## src/sac_pkg.sv

```systemverilog
// Constants for the successive-approximation converter control block.
// Assumes a 16-bit register port with byte addresses as seen by the CPU.
package sac_pkg;
	// ****************************************
	// Register map
	// ****************************************
	localparam logic [31:0] CTRL_ADDR = 32'hfffff328;
	localparam logic [31:0] TIMING_ADDR = 32'hfffff32a;
	localparam logic [31:0] RESULT_BASE = 32'hfffff330;
	localparam logic [7:0] CTRL_RESET = 8'h00;
	localparam logic [7:0] TIMING_RESET = 8'h00;

	// ****************************************
	// Field positions
	// ****************************************
	localparam int CE_BIT = 7;
	localparam int BUSY_BIT = 6;
	localparam int BUF_BIT = 5;
	localparam int SWEEP_BIT = 4;
	localparam int BANK_BIT = 3;
	localparam int TRIG_HI = 5;
	localparam int TRIG_LO = 4;
	localparam int STAB_BIT = 3;
	localparam int SPEED_HI = 2;

	// ****************************************
	// Trigger modes
	// ****************************************
	localparam logic [1:0] TRIG_SOFT = 2'h0;
	localparam logic [1:0] TRIG_TIMER = 2'h1;
	localparam logic [1:0] TRIG_EXT = 2'h2;

	// ****************************************
	// Conversion geometry and timing
	// ****************************************
	localparam int RES_BITS = 10;
	localparam int PAD_BITS = 6;
	localparam logic [9:0] MSB_MASK = 10'h200;
	localparam logic [2:0] LAST_BUF = 3'h3;
	// Units per phase; one conversion is twelve units
	localparam logic [7:0] SAMPLE_UNITS = 8'h02;
	localparam logic [7:0] STAB_UNITS = 8'h06;

	typedef enum logic [4:0] {
		ST_IDLE = 5'h01,
		ST_WAIT = 5'h02,
		ST_STAB = 5'h04,
		ST_SAMP = 5'h08,
		ST_CONV = 5'h10
	} sac_state_type;

	// System clocks per conversion unit for each speed code
	function automatic logic [7:0] unit_cycles(input logic [2:0] speed);
		unique case (speed)
			3'h0: unit_cycles = 8'h18;
			3'h1: unit_cycles = 8'h12;
			3'h2: unit_cycles = 8'h0e;
			3'h3: unit_cycles = 8'h0a;
			3'h4: unit_cycles = 8'h09;
			3'h5: unit_cycles = 8'h07;
			3'h6: unit_cycles = 8'h05;
			3'h7: unit_cycles = 8'h04;
		endcase
	endfunction
endpackage

```

## src/sac_core.sv

```systemverilog
// Control logic of a 10-bit successive-approximation converter, 16 inputs.
// Assumes a comparator, ladder and sample switch outside, one 50 MHz clock.
//
// Operation
// Approximation register decides one bit per step, MSB down to LSB.
// Ladder tap code comes from the current approximation value.
// At LSB decision the result goes to the converted channel's register.
// Result registers reload on each conversion end; no reset value.
// Low six bits of approximation and result words are zero.
// Inputs sampled one at a time, held through their conversion.
// Input selection, sample timing and triggering follow both mode registers.
// Control register is read and written as byte or single bits.
// Control register write during conversion restarts it from the start.
// Bit 6 is a read-only busy flag; writes to it are ignored.
// Bit 7 enables the converter.
// Bit 5 selects one-buffer or four-buffer select mode.
// Bit 4 selects scan mode or select mode.
// Bit 3 selects inputs 0-7 or 8-15.
// Bits 2:0 name one input, or the last input of a scan.
// Enable set in timer or external trigger mode waits for a trigger.
// Enable clears only by a software write of 0 or reset.
// Enable set in software trigger mode starts conversion.
// Switch from software to hardware trigger with enable set waits at once.
// Timing register holds speed and trigger mode, byte or bit access.
// Outside four-buffer mode input k of the bank goes to result k.
// Result registers are read as 16-bit words only.
// Scan converts inputs upward and repeats while enabled; in hardware trigger mode the code waits for a trigger after the last input.
// Four-buffer mode fills results 0 to 3 in turn.
`timescale 1ns/1ns
`default_nettype none
module sac_core
	import sac_pkg::*;
(
	// Clock and reset
	input wire logic ref_clk,
	input wire logic srst,
	// Register port
	input wire logic [31:0] addr,
	input wire logic [15:0] wr_data,
	input wire logic wr_en,
	input wire logic rd_en,
	output logic [15:0] rd_data,
	// Trigger inputs
	input wire logic timer_trig,
	input wire logic ext_trig,
	// Analog front end
	output logic [3:0] analog_inputs,
	output logic sample_en,
	output logic [9:0] tap_code,
	input wire logic cmp_above,
	// Status
	output logic busy
);
	// ****************************************
	// State
	// ****************************************
	sac_state_type state_reg, state_next;
	logic [7:0] ctrl_reg, ctrl_next;
	logic [7:0] timing_reg, timing_next;
	logic [9:0] approximation_register, approx_next;
	logic [9:0] mask_reg, mask_next;
	logic [7:0] cnt_reg, cnt_next;
	logic [2:0] chan_reg, chan_next;
	logic [2:0] buf_reg, buf_next;
	logic [15:0] rd_data_next;
	logic [9:0] result_hold_n [8];
	logic res_we;
	logic [2:0] res_dest;
	logic [9:0] res_value;

	logic ctrl_wr, timing_wr;
	logic [7:0] unit, stab_len, samp_len;
	logic converter_on;
	logic buffer_depth_select, channel_sweep_choice, input_bank_choice;
	logic [2:0] channel_number_field;
	logic [1:0] trig_mode;
	logic trig_hit, seq_last;
	logic [3:0] inputs_next;
	logic [9:0] tap_next;

	assign ctrl_wr = wr_en && addr == CTRL_ADDR;
	assign timing_wr = wr_en && addr == TIMING_ADDR;
	assign converter_on = ctrl_reg[CE_BIT];
	assign buffer_depth_select = ctrl_reg[BUF_BIT];
	assign channel_sweep_choice = ctrl_reg[SWEEP_BIT];
	assign input_bank_choice = ctrl_reg[BANK_BIT];
	assign channel_number_field = ctrl_reg[2:0];
	assign trig_mode = timing_reg[TRIG_HI:TRIG_LO];
	assign unit = unit_cycles(timing_reg[SPEED_HI:0]);
	assign stab_len = 8'(STAB_UNITS * unit - 8'h01);
	assign samp_len = 8'(SAMPLE_UNITS * unit - 8'h01);
	assign trig_hit = (trig_mode == TRIG_TIMER && timer_trig) ||
		(trig_mode == TRIG_EXT && ext_trig);

	// Scan ends at the named input; four-buffer at the fourth buffer
	always_comb begin
		if (!channel_sweep_choice)
			seq_last = chan_reg == channel_number_field;
		else if (buffer_depth_select)
			seq_last = buf_reg == LAST_BUF;
		else
			seq_last = 1'b1;
	end

	// ****************************************
	// Front-end drive
	// ****************************************
	// Registered from next values so the pins move only on clock edges
	always_comb begin
		if (ctrl_next[SWEEP_BIT])
			inputs_next = {ctrl_next[BANK_BIT], ctrl_next[2:0]};
		else
			inputs_next = {ctrl_next[BANK_BIT], chan_next};
		tap_next = approx_next | mask_next;
	end

	always_ff @(posedge ref_clk) begin
		if (srst) begin
			analog_inputs <= 4'h0;
			tap_code <= 10'h000;
		end else begin
			analog_inputs <= inputs_next;
			tap_code <= tap_next;
		end
	end
	assign sample_en = state_reg == ST_SAMP;
	assign busy = state_reg == ST_STAB || state_reg == ST_SAMP ||
		state_reg == ST_CONV;

	// ****************************************
	// Sequencer
	// ****************************************
	always_comb begin
		state_next = state_reg;
		ctrl_next = ctrl_reg;
		timing_next = timing_reg;
		approx_next = approximation_register;
		mask_next = mask_reg;
		cnt_next = cnt_reg;
		chan_next = chan_reg;
		buf_next = buf_reg;
		res_we = 1'b0;
		res_dest = buf_reg;
		res_value = approximation_register;
		if (ctrl_wr) begin
			// Busy bit is not stored; any write with enable set restarts the sequence
			ctrl_next = {wr_data[CE_BIT], 1'b0, wr_data[5:0]};
			chan_next = 3'h0;
			buf_next = 3'h0;
			approx_next = 10'h000;
			mask_next = 10'h000;
			if (!wr_data[CE_BIT])
				state_next = ST_IDLE;
			else if (trig_mode != TRIG_SOFT)
				state_next = ST_WAIT;
			else if (timing_reg[STAB_BIT]) begin
				state_next = ST_STAB;
				cnt_next = stab_len;
			end else begin
				state_next = ST_SAMP;
				cnt_next = samp_len;
			end
		end else if (timing_wr) begin
			timing_next = wr_data[7:0];
			if (converter_on && trig_mode == TRIG_SOFT &&
				wr_data[TRIG_HI:TRIG_LO] != TRIG_SOFT) begin
				state_next = ST_WAIT;
				mask_next = 10'h000;
			end else if (state_reg == ST_WAIT &&
				wr_data[TRIG_HI:TRIG_LO] == TRIG_SOFT) begin
				state_next = ST_SAMP;
				cnt_next = samp_len;
				chan_next = 3'h0;
				buf_next = 3'h0;
			end
		end else begin
			unique case (state_reg)
				ST_IDLE: begin
				end
				ST_WAIT: begin
					if (trig_hit) begin
						chan_next = 3'h0;
						buf_next = 3'h0;
						state_next = timing_reg[STAB_BIT] ? ST_STAB : ST_SAMP;
						cnt_next = timing_reg[STAB_BIT] ? stab_len : samp_len;
					end
				end
				ST_STAB: begin
					if (cnt_reg == 8'h00) begin
						state_next = ST_SAMP;
						cnt_next = samp_len;
					end else
						cnt_next = cnt_reg - 8'h01;
				end
				ST_SAMP: begin
					if (cnt_reg == 8'h00) begin
						state_next = ST_CONV;
						approx_next = 10'h000;
						mask_next = MSB_MASK;
						cnt_next = unit - 8'h01;
					end else
						cnt_next = cnt_reg - 8'h01;
				end
				ST_CONV: begin
					if (cnt_reg != 8'h00)
						cnt_next = cnt_reg - 8'h01;
					else begin
						if (cmp_above)
							approx_next = approximation_register | mask_reg;
						mask_next = mask_reg >> 1;
						cnt_next = unit - 8'h01;
						if (mask_reg[0]) begin
							res_we = 1'b1;
							res_value = approx_next;
							if (channel_sweep_choice && buffer_depth_select)
								res_dest = buf_reg;
							else if (channel_sweep_choice)
								res_dest = channel_number_field;
							else
								res_dest = chan_reg;
							if (seq_last) begin
								chan_next = 3'h0;
								buf_next = 3'h0;
							end else begin
								chan_next = chan_reg + 3'h1;
								buf_next = buf_reg + 3'h1;
							end
							if (seq_last && trig_mode != TRIG_SOFT)
								state_next = ST_WAIT;
							else begin
								state_next = timing_reg[STAB_BIT] ? ST_STAB : ST_SAMP;
								cnt_next = timing_reg[STAB_BIT] ? stab_len : samp_len;
							end
						end
					end
				end
				default: state_next = ST_IDLE;
			endcase
		end
	end

	always_ff @(posedge ref_clk) begin
		if (srst) begin
			state_reg <= ST_IDLE;
			ctrl_reg <= CTRL_RESET;
			timing_reg <= TIMING_RESET;
			approximation_register <= 10'h000;
			mask_reg <= 10'h000;
			cnt_reg <= 8'h00;
			chan_reg <= 3'h0;
			buf_reg <= 3'h0;
		end else begin
			state_reg <= state_next;
			ctrl_reg <= ctrl_next;
			timing_reg <= timing_next;
			approximation_register <= approx_next;
			mask_reg <= mask_next;
			cnt_reg <= cnt_next;
			chan_reg <= chan_next;
			buf_reg <= buf_next;
		end
	end

	// ****************************************
	// Result registers, no reset
	// ****************************************
	for (genvar i = 0; i < 8; i++) begin : g_res
		always_ff @(posedge ref_clk) begin
			if (res_we && res_dest == 3'(i))
				result_hold_n[i] <= res_value;
		end
	end

	// ****************************************
	// Read port
	// ****************************************
	always_comb begin
		rd_data_next = 16'h0000;
		if (rd_en) begin
			if (addr == CTRL_ADDR)
				rd_data_next = {8'h00, ctrl_reg[7], busy, ctrl_reg[5:0]};
			else if (addr == TIMING_ADDR)
				rd_data_next = {8'h00, timing_reg};
			else if (addr[31:4] == RESULT_BASE[31:4] && !addr[0])
				rd_data_next = {result_hold_n[addr[3:1]], 6'h00};
		end
	end

	always_ff @(posedge ref_clk) begin
		if (srst)
			rd_data <= 16'h0000;
		else
			rd_data <= rd_data_next;
	end

	// ****************************************
	// Checks
	// ****************************************
	a_busy_read_flag: assert property (@(posedge ref_clk) disable iff (srst)
		rd_en && addr == CTRL_ADDR |=> rd_data[BUSY_BIT] == $past(busy))
		else $error("busy bit read does not match state");

	a_busy_write_ignored: assert property (@(posedge ref_clk) disable iff (srst)
		ctrl_wr |=> ctrl_reg[BUSY_BIT] == 1'b0 && ctrl_reg[CE_BIT] == $past(wr_data[CE_BIT]))
		else $error("control write stored wrong bits");

	a_result_low_zero: assert property (@(posedge ref_clk) disable iff (srst)
		rd_en && addr[31:4] == RESULT_BASE[31:4] && !addr[0] |=> rd_data[5:0] == 6'h00)
		else $error("result low bits not zero");

	a_msb_first: assert property (@(posedge ref_clk) disable iff (srst)
		state_reg == ST_SAMP && state_next == ST_CONV |=> mask_reg == MSB_MASK &&
		approximation_register == 10'h000)
		else $error("approximation did not start at msb");

	a_result_load: assert property (@(posedge ref_clk) disable iff (srst)
		res_we |=> result_hold_n[$past(res_dest)] == $past(res_value))
		else $error("result register not loaded at conversion end");

	a_arm_waits: assert property (@(posedge ref_clk) disable iff (srst)
		ctrl_wr && wr_data[CE_BIT] && trig_mode != TRIG_SOFT |=> state_reg == ST_WAIT)
		else $error("enable in hardware trigger mode did not wait");

	a_soft_start: assert property (@(posedge ref_clk) disable iff (srst)
		ctrl_wr && wr_data[CE_BIT] && trig_mode == TRIG_SOFT |=> busy ##1
		(busy || $past(ctrl_wr) || $past(timing_wr)))
		else $error("software enable did not start conversion");

	a_mode_switch: assert property (@(posedge ref_clk) disable iff (srst)
		timing_wr && converter_on && trig_mode == TRIG_SOFT &&
		wr_data[TRIG_HI:TRIG_LO] != TRIG_SOFT |=> state_reg == ST_WAIT)
		else $error("trigger mode change did not enter wait");

	a_hold_stable: assert property (@(posedge ref_clk) disable iff (srst)
		state_reg == ST_CONV && !ctrl_wr && !timing_wr && state_next == ST_CONV
		|=> !sample_en && $stable(analog_inputs))
		else $error("input changed during conversion");

	a_enable_clear: assert property (@(posedge ref_clk) disable iff (srst)
		$fell(converter_on) |-> $past(ctrl_wr) || $past(srst))
		else $error("enable cleared without software write");

	a_disable_stops: assert property (@(posedge ref_clk) disable iff (srst)
		ctrl_wr && !wr_data[CE_BIT] |=> state_reg == ST_IDLE && !busy)
		else $error("enable cleared but converter kept running");

	a_restart_first: assert property (@(posedge ref_clk) disable iff (srst)
		ctrl_wr && wr_data[CE_BIT] && trig_mode == TRIG_SOFT |=> busy &&
		approximation_register == 10'h000 && mask_reg == 10'h000 && chan_reg == 3'h0)
		else $error("control write did not restart from the first step");

	a_select_input: assert property (@(posedge ref_clk) disable iff (srst)
		channel_sweep_choice |->
		analog_inputs == {input_bank_choice, channel_number_field})
		else $error("select mode drives the wrong input");

	a_scan_range: assert property (@(posedge ref_clk) disable iff (srst)
		!channel_sweep_choice |-> analog_inputs[3] == input_bank_choice &&
		analog_inputs[2:0] <= channel_number_field)
		else $error("scan input outside the named range");

	a_result_index: assert property (@(posedge ref_clk) disable iff (srst)
		res_we && !(channel_sweep_choice && buffer_depth_select) |->
		res_dest == analog_inputs[2:0])
		else $error("result stored under the wrong input number");

	a_four_slots: assert property (@(posedge ref_clk) disable iff (srst)
		res_we && channel_sweep_choice && buffer_depth_select |-> res_dest <= LAST_BUF)
		else $error("four-buffer result outside slots 0 to 3");

	a_wait_holds: assert property (@(posedge ref_clk) disable iff (srst)
		state_reg == ST_WAIT && !trig_hit && !ctrl_wr && !timing_wr |=>
		state_reg == ST_WAIT)
		else $error("converter left trigger wait without a trigger");

	a_bit_shift: assert property (@(posedge ref_clk) disable iff (srst)
		state_reg == ST_CONV && cnt_reg == 8'h00 && !ctrl_wr && !timing_wr |=>
		mask_reg == $past(mask_reg) >> 1)
		else $error("approximation did not step to the next lower bit");

	a_odd_result: assert property (@(posedge ref_clk) disable iff (srst)
		rd_en && addr[31:4] == RESULT_BASE[31:4] && addr[0] |=> rd_data == 16'h0000)
		else $error("odd result address returned data");
endmodule
`default_nettype wire

```

## config.mk

```make
export PLATFORM = sky130hd
export DESIGN_NAME = sac_core
export DESIGN_NICKNAME = d
export VERILOG_FILES = /design/src/sac_pkg.sv /design/src/sac_core.sv
export SDC_FILE = /design/constraint.sdc
export NUM_CORES = 1
export LEC_CHECK = 0
export BUFFER_PORTS_ARGS = -buffer_cell sky130_fd_sc_hd__buf_2
export CAP_MARGIN = 25
export CORE_UTILIZATION = 61
export CTS_BUF_LIST = sky130_fd_sc_hd__clkbuf_4 sky130_fd_sc_hd__clkbuf_8
export CTS_CLUSTER_SIZE = 24
export DETAILED_ROUTE_END_ITERATION = 10
export PLACE_DENSITY = 0.82
export SETUP_SLACK_MARGIN = 0.05
export SYNTH_ARGS = -nofsm -noshare
export SYNTH_HDL_FRONTEND = slang
export SYNTH_SLANG_ARGS = --single-unit
```

## constraint.sdc

```tcl
create_clock -name ref_clk -period 3.4 [get_ports ref_clk]
set_input_delay 0.34 -clock ref_clk [delete_from_list [all_inputs] [get_ports ref_clk]]
set_output_delay 0.34 -clock ref_clk [all_outputs]
set_load 0.02 [all_outputs]
```

==> flow_metrics.tcl, run 1 <==
set metrics [dict create \
    cts.sinks 168 \
    die_area_mm2 0.01349 \
    largest_reg_flops 80 \
    cellPowerDensity_mw_per_mm2 406.5 \
    mostFrequentLayoutCell "dfxtp_1" \
    vias 6104 \
    reg2reg_slack_ns 0.39 \
    cp_slowest_cell "nor3_1" \
    port_buffers 78 \
    antenna_found_initial 0 \
    grt_pass1_wl_um 30520 \
    io_pins 87 \
    nNetsFinal 881 \
    hold_start "wr_data[3]" \
    cts_root_buf "clkbuf_8" \
    finalPower_w 0.003661 \
    layout_common_cells "dfxtp_1 (88), edfxtp_1 (80), buf_2 (78), nand2_1 (75), nor2_1 (70)" \
    worstSetupEndpoint "analog_inputs[0]$_SDFF_PP0_" \
    grt-ovfl-total 0 \
    syn-num-nets 791 \
    area_growth_pct 13.28 \
    die_w_um 116.2 \
    grt_max_degree 25 \
    rows 41 \
    cpMostUsedCell "nor3_1" \
    wl_um 19540 \
    numCtsBuffers 17 \
    ys_ff_latch 168 \
    ys.flop_type "dfxtp_1" \
    synth.distinct_cells 81 \
    yosysWarnings 0 \
    synth_edf_count 80 \
    clock_path_buffers 2 \
    worstSetupStartpoint "cnt_reg[0]$_SDFFE_PP0P_" \
    drtPass1Iterations 5 \
    async_flop_share_pct 0 \
    r2r_start "cnt_reg[0]$_SDFFE_PP0P_" \
    drc 0 \
    max_freq_mhz 331.8 \
    post-route-period-util_pct 88.65 \
    fin_skew_ns 0.008986 \
    hold_viol 0 \
    peakVddDrop_uv 232.4 \
    drive_gt1_share_pct 23.72 \
    reg2reg_to "analog_inputs[0]$_SDFF_PP0_" \
    post_cts_buffers 0 \
    htreeDepth 4 \
    cap_viol_max_count 0 \
    diodes 0 \
    drtIter0Drc 624 \
    reg2reg_depth 9 \
    synth_top_area_cell "edfxtp_1" \
    wl_per_cell_um 19.66 \
    regMostFlops "result_hold_n" \
    max_stage_delay_ns 0.51 \
    hold_path_class "input pin to register" \
    setup_viol 0 \
    worstPathCellList "inv_1 > ha_1 > or3b_2 > nor3_1 > o22ai_1 > nor3_1 > a21oi_2 > a31o_2 > nor3b_1" \
    final.setup.tns_ns 0 \
    post_drt_via_cell_ratio 6.141 \
    syn_area_mm2 0.007950 \
    synthTopCellsByArea "edfxtp_1 (30%), dfxtp_1 (22%), mux4_2 (5.7%)" \
    syn_avg_cell_area_um2 11.06 \
    final_area_mm2 0.009006 \
    grt_usage_pct 30.62 \
    core_area_mm2 0.01267 \
    power_leakage_nw 3.405 \
    critPathLaunchType "register" \
    globalplace.congestion 0.9745 \
    crit_type "register to register" \
    drtAntennaViolNets 0 \
    hpwl_um 14410 \
    worstMarginPinSlew_ns 0.7187 \
    period_needed_ns 3.014 \
    cp.required_ns 3.74 \
    yosys.area.top_type_share_pct 30.22 \
    worstSkewPairLatency_ns 0.46 \
    holdPathStages 3 \
    reg.largest.list "result_hold_n (80), rd_data (16)" \
    path_clk_slew_ns 0.08 \
    slew_violations 0 \
    path_max_fanout 7 \
    ctsHoldBuffers 0 \
    cts_tree "yes" \
    initial_core_util_pct 62.74 \
    placed_cell_area_mm2 0.008603 \
    status "finished, final reports clean" \
    cp-end-kind "register" \
    ctsResizeCount 0 \
    ys_seq_area_share_pct 52.38 \
    rsz0062_at_grt "false" \
    grt_pass1_vias 6076 \
    slew_headroom_pct 52.00 \
    synth_cells 719 \
    cp.arrival_ns 3.36 \
    die-height_um 116.2 \
]
## per-stage QoR
stage	utilization [%]	setup slack, ns	std cells	hold WS [ns]
after CTS	71.08	0.3927	994	0.1086
after global routing	71.08	0.2491	994	0.1527
after global placement	67.90	0.4829	962	0.4379
final	71.08	0.3859	994	0.1392
after detailed placement	67.90	0.3730	962	0.4520
after floorplan	-	0.3647	719	0.4284
## worst max-delay path, delay by kind of cell (launching register included)
| family | cells | cell delay (ns) |
|---|---|---|
| AND/OR/NAND/NOR | 4 | 1.52 |
| AO/OA/AOI/OAI | 3 | 0.67 |
| flip-flops | 1 | 0.36 |
| adder cells (fa/ha/maj) | 1 | 0.25 |
| buffers and inverters | 1 | 0.09 |
## layout make-up
class,instances,area (µm²)
flip-flops and latches,168,4164
fillers,930,3665
multi-input cells,499,3567
repair buffers,104,585.6
clock buffers,22,284.0
well taps,172,215.2
clock inverters,10,118.9
inverters,19,71.32
## per-layer routing
metal	share of wire [%]	GRT usage (%)	wire length (µm)
met1	42	37.33	8158
met2	50	52.22	9816
met3	5.6	6.175	1096
met4	2.4	14.79	472
met5	0	0	0
## cell usage after synthesis, drive strengths merged (3+ instances only)
cell type and count:
nand4b 3, a211o 3, a2111oi 3, nor4 6
nand3 20, and2 4, a21o 12, o2bb2ai 4
buf 14, and3 6, a211oi 5, nand2 76
a311oi 3, nor2 70, clkbuf 19, mux2 5
o211ai 4, o22ai 7, mux2i 25, ha 16
mux4 20, a41oi 4, nand4 6, dfxtp 88
nand3b 5, a221oi 4, or3 5, inv 18
a21oi 47, a31oi 6, or4 5, xnor2 10
o21ai 21, nor3b 6, or2 17, edfxtp 80
nor3 14, xor2 9, a22oi 4, a22o 9
nand2b 5
## power by group
part	internal [W]	total (W)	leakage (nW)	switching, W
clock	0.000722	0.00143	0.209	0.000708
sequential	0.00210	0.00210	1.36	0.00000156
combinational	0.0000610	0.000133	1.83	0.0000723
total	0.00288	0.00366	3.40	0.000782
## kinds of logic (layout without fill, tap and decap cells)
family	count (synthesis)	in the layout	synth area share [%]
fa+ha+maj	17	17	2.770
buf+inv	52	155	2.754
mux	50	50	9.521
xor+xnor	20	20	2.376
compound gates	156	156	13.71
simple gates	256	256	16.49
flops	168	168	52.38
## how the worst min path moves through the flow
stage | endpoint | slack (ns)
2_1_floorplan | timing_reg[7]$_SDFFE_PP0P_ | 0.43
5_1_grt | ctrl_reg[1]$_SDFF_PP0_ | 0.15
3_5_place_dp | timing_reg[7]$_SDFFE_PP0P_ | 0.45
6_report | ctrl_reg[3]$_SDFFE_PP0P_ | 0.14
4_1_cts | ctrl_reg[3]$_SDFFE_PP0P_ | 0.11
3_3_place_gp | timing_reg[7]$_SDFFE_PP0P_ | 0.44
No activity file was read; power rests on OpenSTA's default activity.
==> run 2: changes to the inputs <==
Settings changed: CORE_ASPECT_RATIO set to 0.5.
==> flow_metrics.tcl, run 2 (synthesis gave the netlist of run 1 again) <==
set metrics [dict create \
    grt-ovfl-total 0 \
    status "finished, final reports clean" \
    vias 6125 \
    final.fill_count 936 \
    grt_usage_pct 30.37 \
    netSwitchingFraction_pct 24.09 \
    reg2reg_depth 10 \
    antenna_found_initial 0 \
    pwr-share-clk_pct 40.7 \
    grt_use_met1_pct 38.86 \
    dp_cells 958 \
    peakVddDrop_uv 229.1 \
    grt_pass1_wl_um 30480 \
    finalPower_w 0.003759 \
    drtIter0Drc 611 \
    htreeDepth 4 \
    rows 29 \
    cp.required_ns 3.56 \
    largest_reg_flops 80 \
    post_drt_via_cell_ratio 6.187 \
    cap_viol_max_count 0 \
    worstMarginPinSlew_ns 0.8002 \
    area_growth_pct 13.53 \
    numCtsBuffers 17 \
    drtAntennaViolNets 0 \
    drive_gt1_share_pct 23.41 \
    final.setup.tns_ns 0 \
    reg.largest.list "result_hold_n (80), rd_data (16)" \
    seqPwrFrac_pct 55.8 \
    cp-end-kind "register" \
    grt_most_used_layer "met2" \
    drtPass1Iterations 5 \
    internal_power_w 0.002854 \
    clock_path_buffers 2 \
    initial_core_util_pct 62.60 \
    die-height_um 82.73 \
    globalplace.congestion 0.9056 \
    layout_common_cells "dfxtp_1 (88), edfxtp_1 (80), buf_2 (78), nand2_1 (75), nor2_1 (70)" \
    worstSkewPairLatency_ns 0.47 \
    crit_type "register to register" \
    mostFrequentLayoutCell "dfxtp_1" \
    slew_violations 0 \
    grt_pass1_vias 5877 \
    setup_viol 0 \
    post_cts_buffers 0 \
    port_buffers 78 \
    ctsResizeCount 0 \
    die_area_mm2 0.01352 \
    regMostFlops "result_hold_n" \
    power_leakage_nw 3.407 \
    reg2reg_slack_ns 0.38 \
    hold_path_class "input pin to register" \
    max_freq_mhz 331.1 \
    cp.arrival_ns 3.18 \
    ctsHoldBuffers 0 \
    nNetsFinal 879 \
    drc 0 \
    final_cells 990 \
    rsz0062_at_grt "false" \
    cellPowerDensity_mw_per_mm2 416.5 \
    slew_headroom_pct 46.66 \
    path_clk_slew_ns 0.10 \
    grt_max_degree 38 \
    hold_viol 0 \
    switchingPower_w 0.0009054 \
    cts_tree "yes" \
    holdPathStages 3 \
    die_w_um 163.5 \
    cts.sinks 168 \
    power_frac_comb_pct 3.5 \
    multi_input_area_mm2 0.003567 \
    critPathLaunchType "register" \
    cts_root_buf "clkbuf_8" \
    hpwl_um 13760 \
    path_max_fanout 10 \
    grt_use_met2_pct 52.25 \
    core_area_mm2 0.01270 \
    period_needed_ns 3.021 \
    io_pins 87 \
    fin_skew_ns 0.01821 \
    post-route-period-util_pct 88.84 \
    wl_um 19750 \
    diodes 0 \
    seq_area_mm2 0.004164 \
    wl_per_cell_um 19.95 \
    use_met3_pct 5.345 \
]
[run 2: worst max-delay path: stages (launching register included)]
cell and delay [ns]:
dfxtp_1 0.37, inv_1 0.09, ha_1 0.27, or3b_2 0.51, nor2_1 0.16, nand3_1 0.15
a211oi_1 0.30, o2bb2ai_1 0.19, or2_2 0.34, nor2_1 0.11, buf_4 0.22
[run 2: final timing paths]
path	startpoint	to
worst max-delay path	cnt_reg[0]$_SDFFE_PP0P_	result_hold_n[7][1]$_DFFE_PP_
worst min register to register	timing_reg[6]$_SDFFE_PP0P_	timing_reg[6]$_SDFFE_PP0P_
worst max register to register	cnt_reg[0]$_SDFFE_PP0P_	result_hold_n[7][1]$_DFFE_PP_
worst min-delay path	wr_data[2]	ctrl_reg[2]$_SDFF_PP0_
[run 2: per-layer routing]
layer,vias to the layer above,part of all wire [%]
li1,2864,-
met1,2947,43
met2,257,47
met3,57,6.8
met4,0,2.6
met5,-,0
[run 2: layout make-up]
type	count	area share, %
inverters	19	0.7901
repair buffers	102	6.321
clock buffers	17	2.592
multi-input cells	499	39.52
well taps	170	2.357
clock inverters	15	2.287
flip-flops and latches	168	46.13
[run 2: metrics by stage]
step | setup WS, ns | util (%) | hold slack (ns) | cell area, µm²
4_1_cts | 0.3753 | 71.07 | 0.1149 | 9026
5_1_grt | 0.1679 | 71.07 | 0.1382 | 9026
2_1_floorplan | 0.3647 | - | 0.4284 | 7950
3_3_place_gp | 0.5094 | 67.61 | 0.4349 | 8586
6_report | 0.3794 | 71.07 | 0.1433 | 9026
3_5_place_dp | 0.3942 | 67.61 | 0.4455 | 8586
[run 2: power by group through the flow]
stage	combinational, W	clock, W	sequential, W
2_1_floorplan	0.0000777	0	0.00214
3_3_place_gp	0.000127	0	0.00215
3_5_place_dp	0.000130	0	0.00215
4_1_cts	0.000130	0.00155	0.00210
5_1_grt	0.000139	0.00162	0.00210
6_report	0.000131	0.00153	0.00210
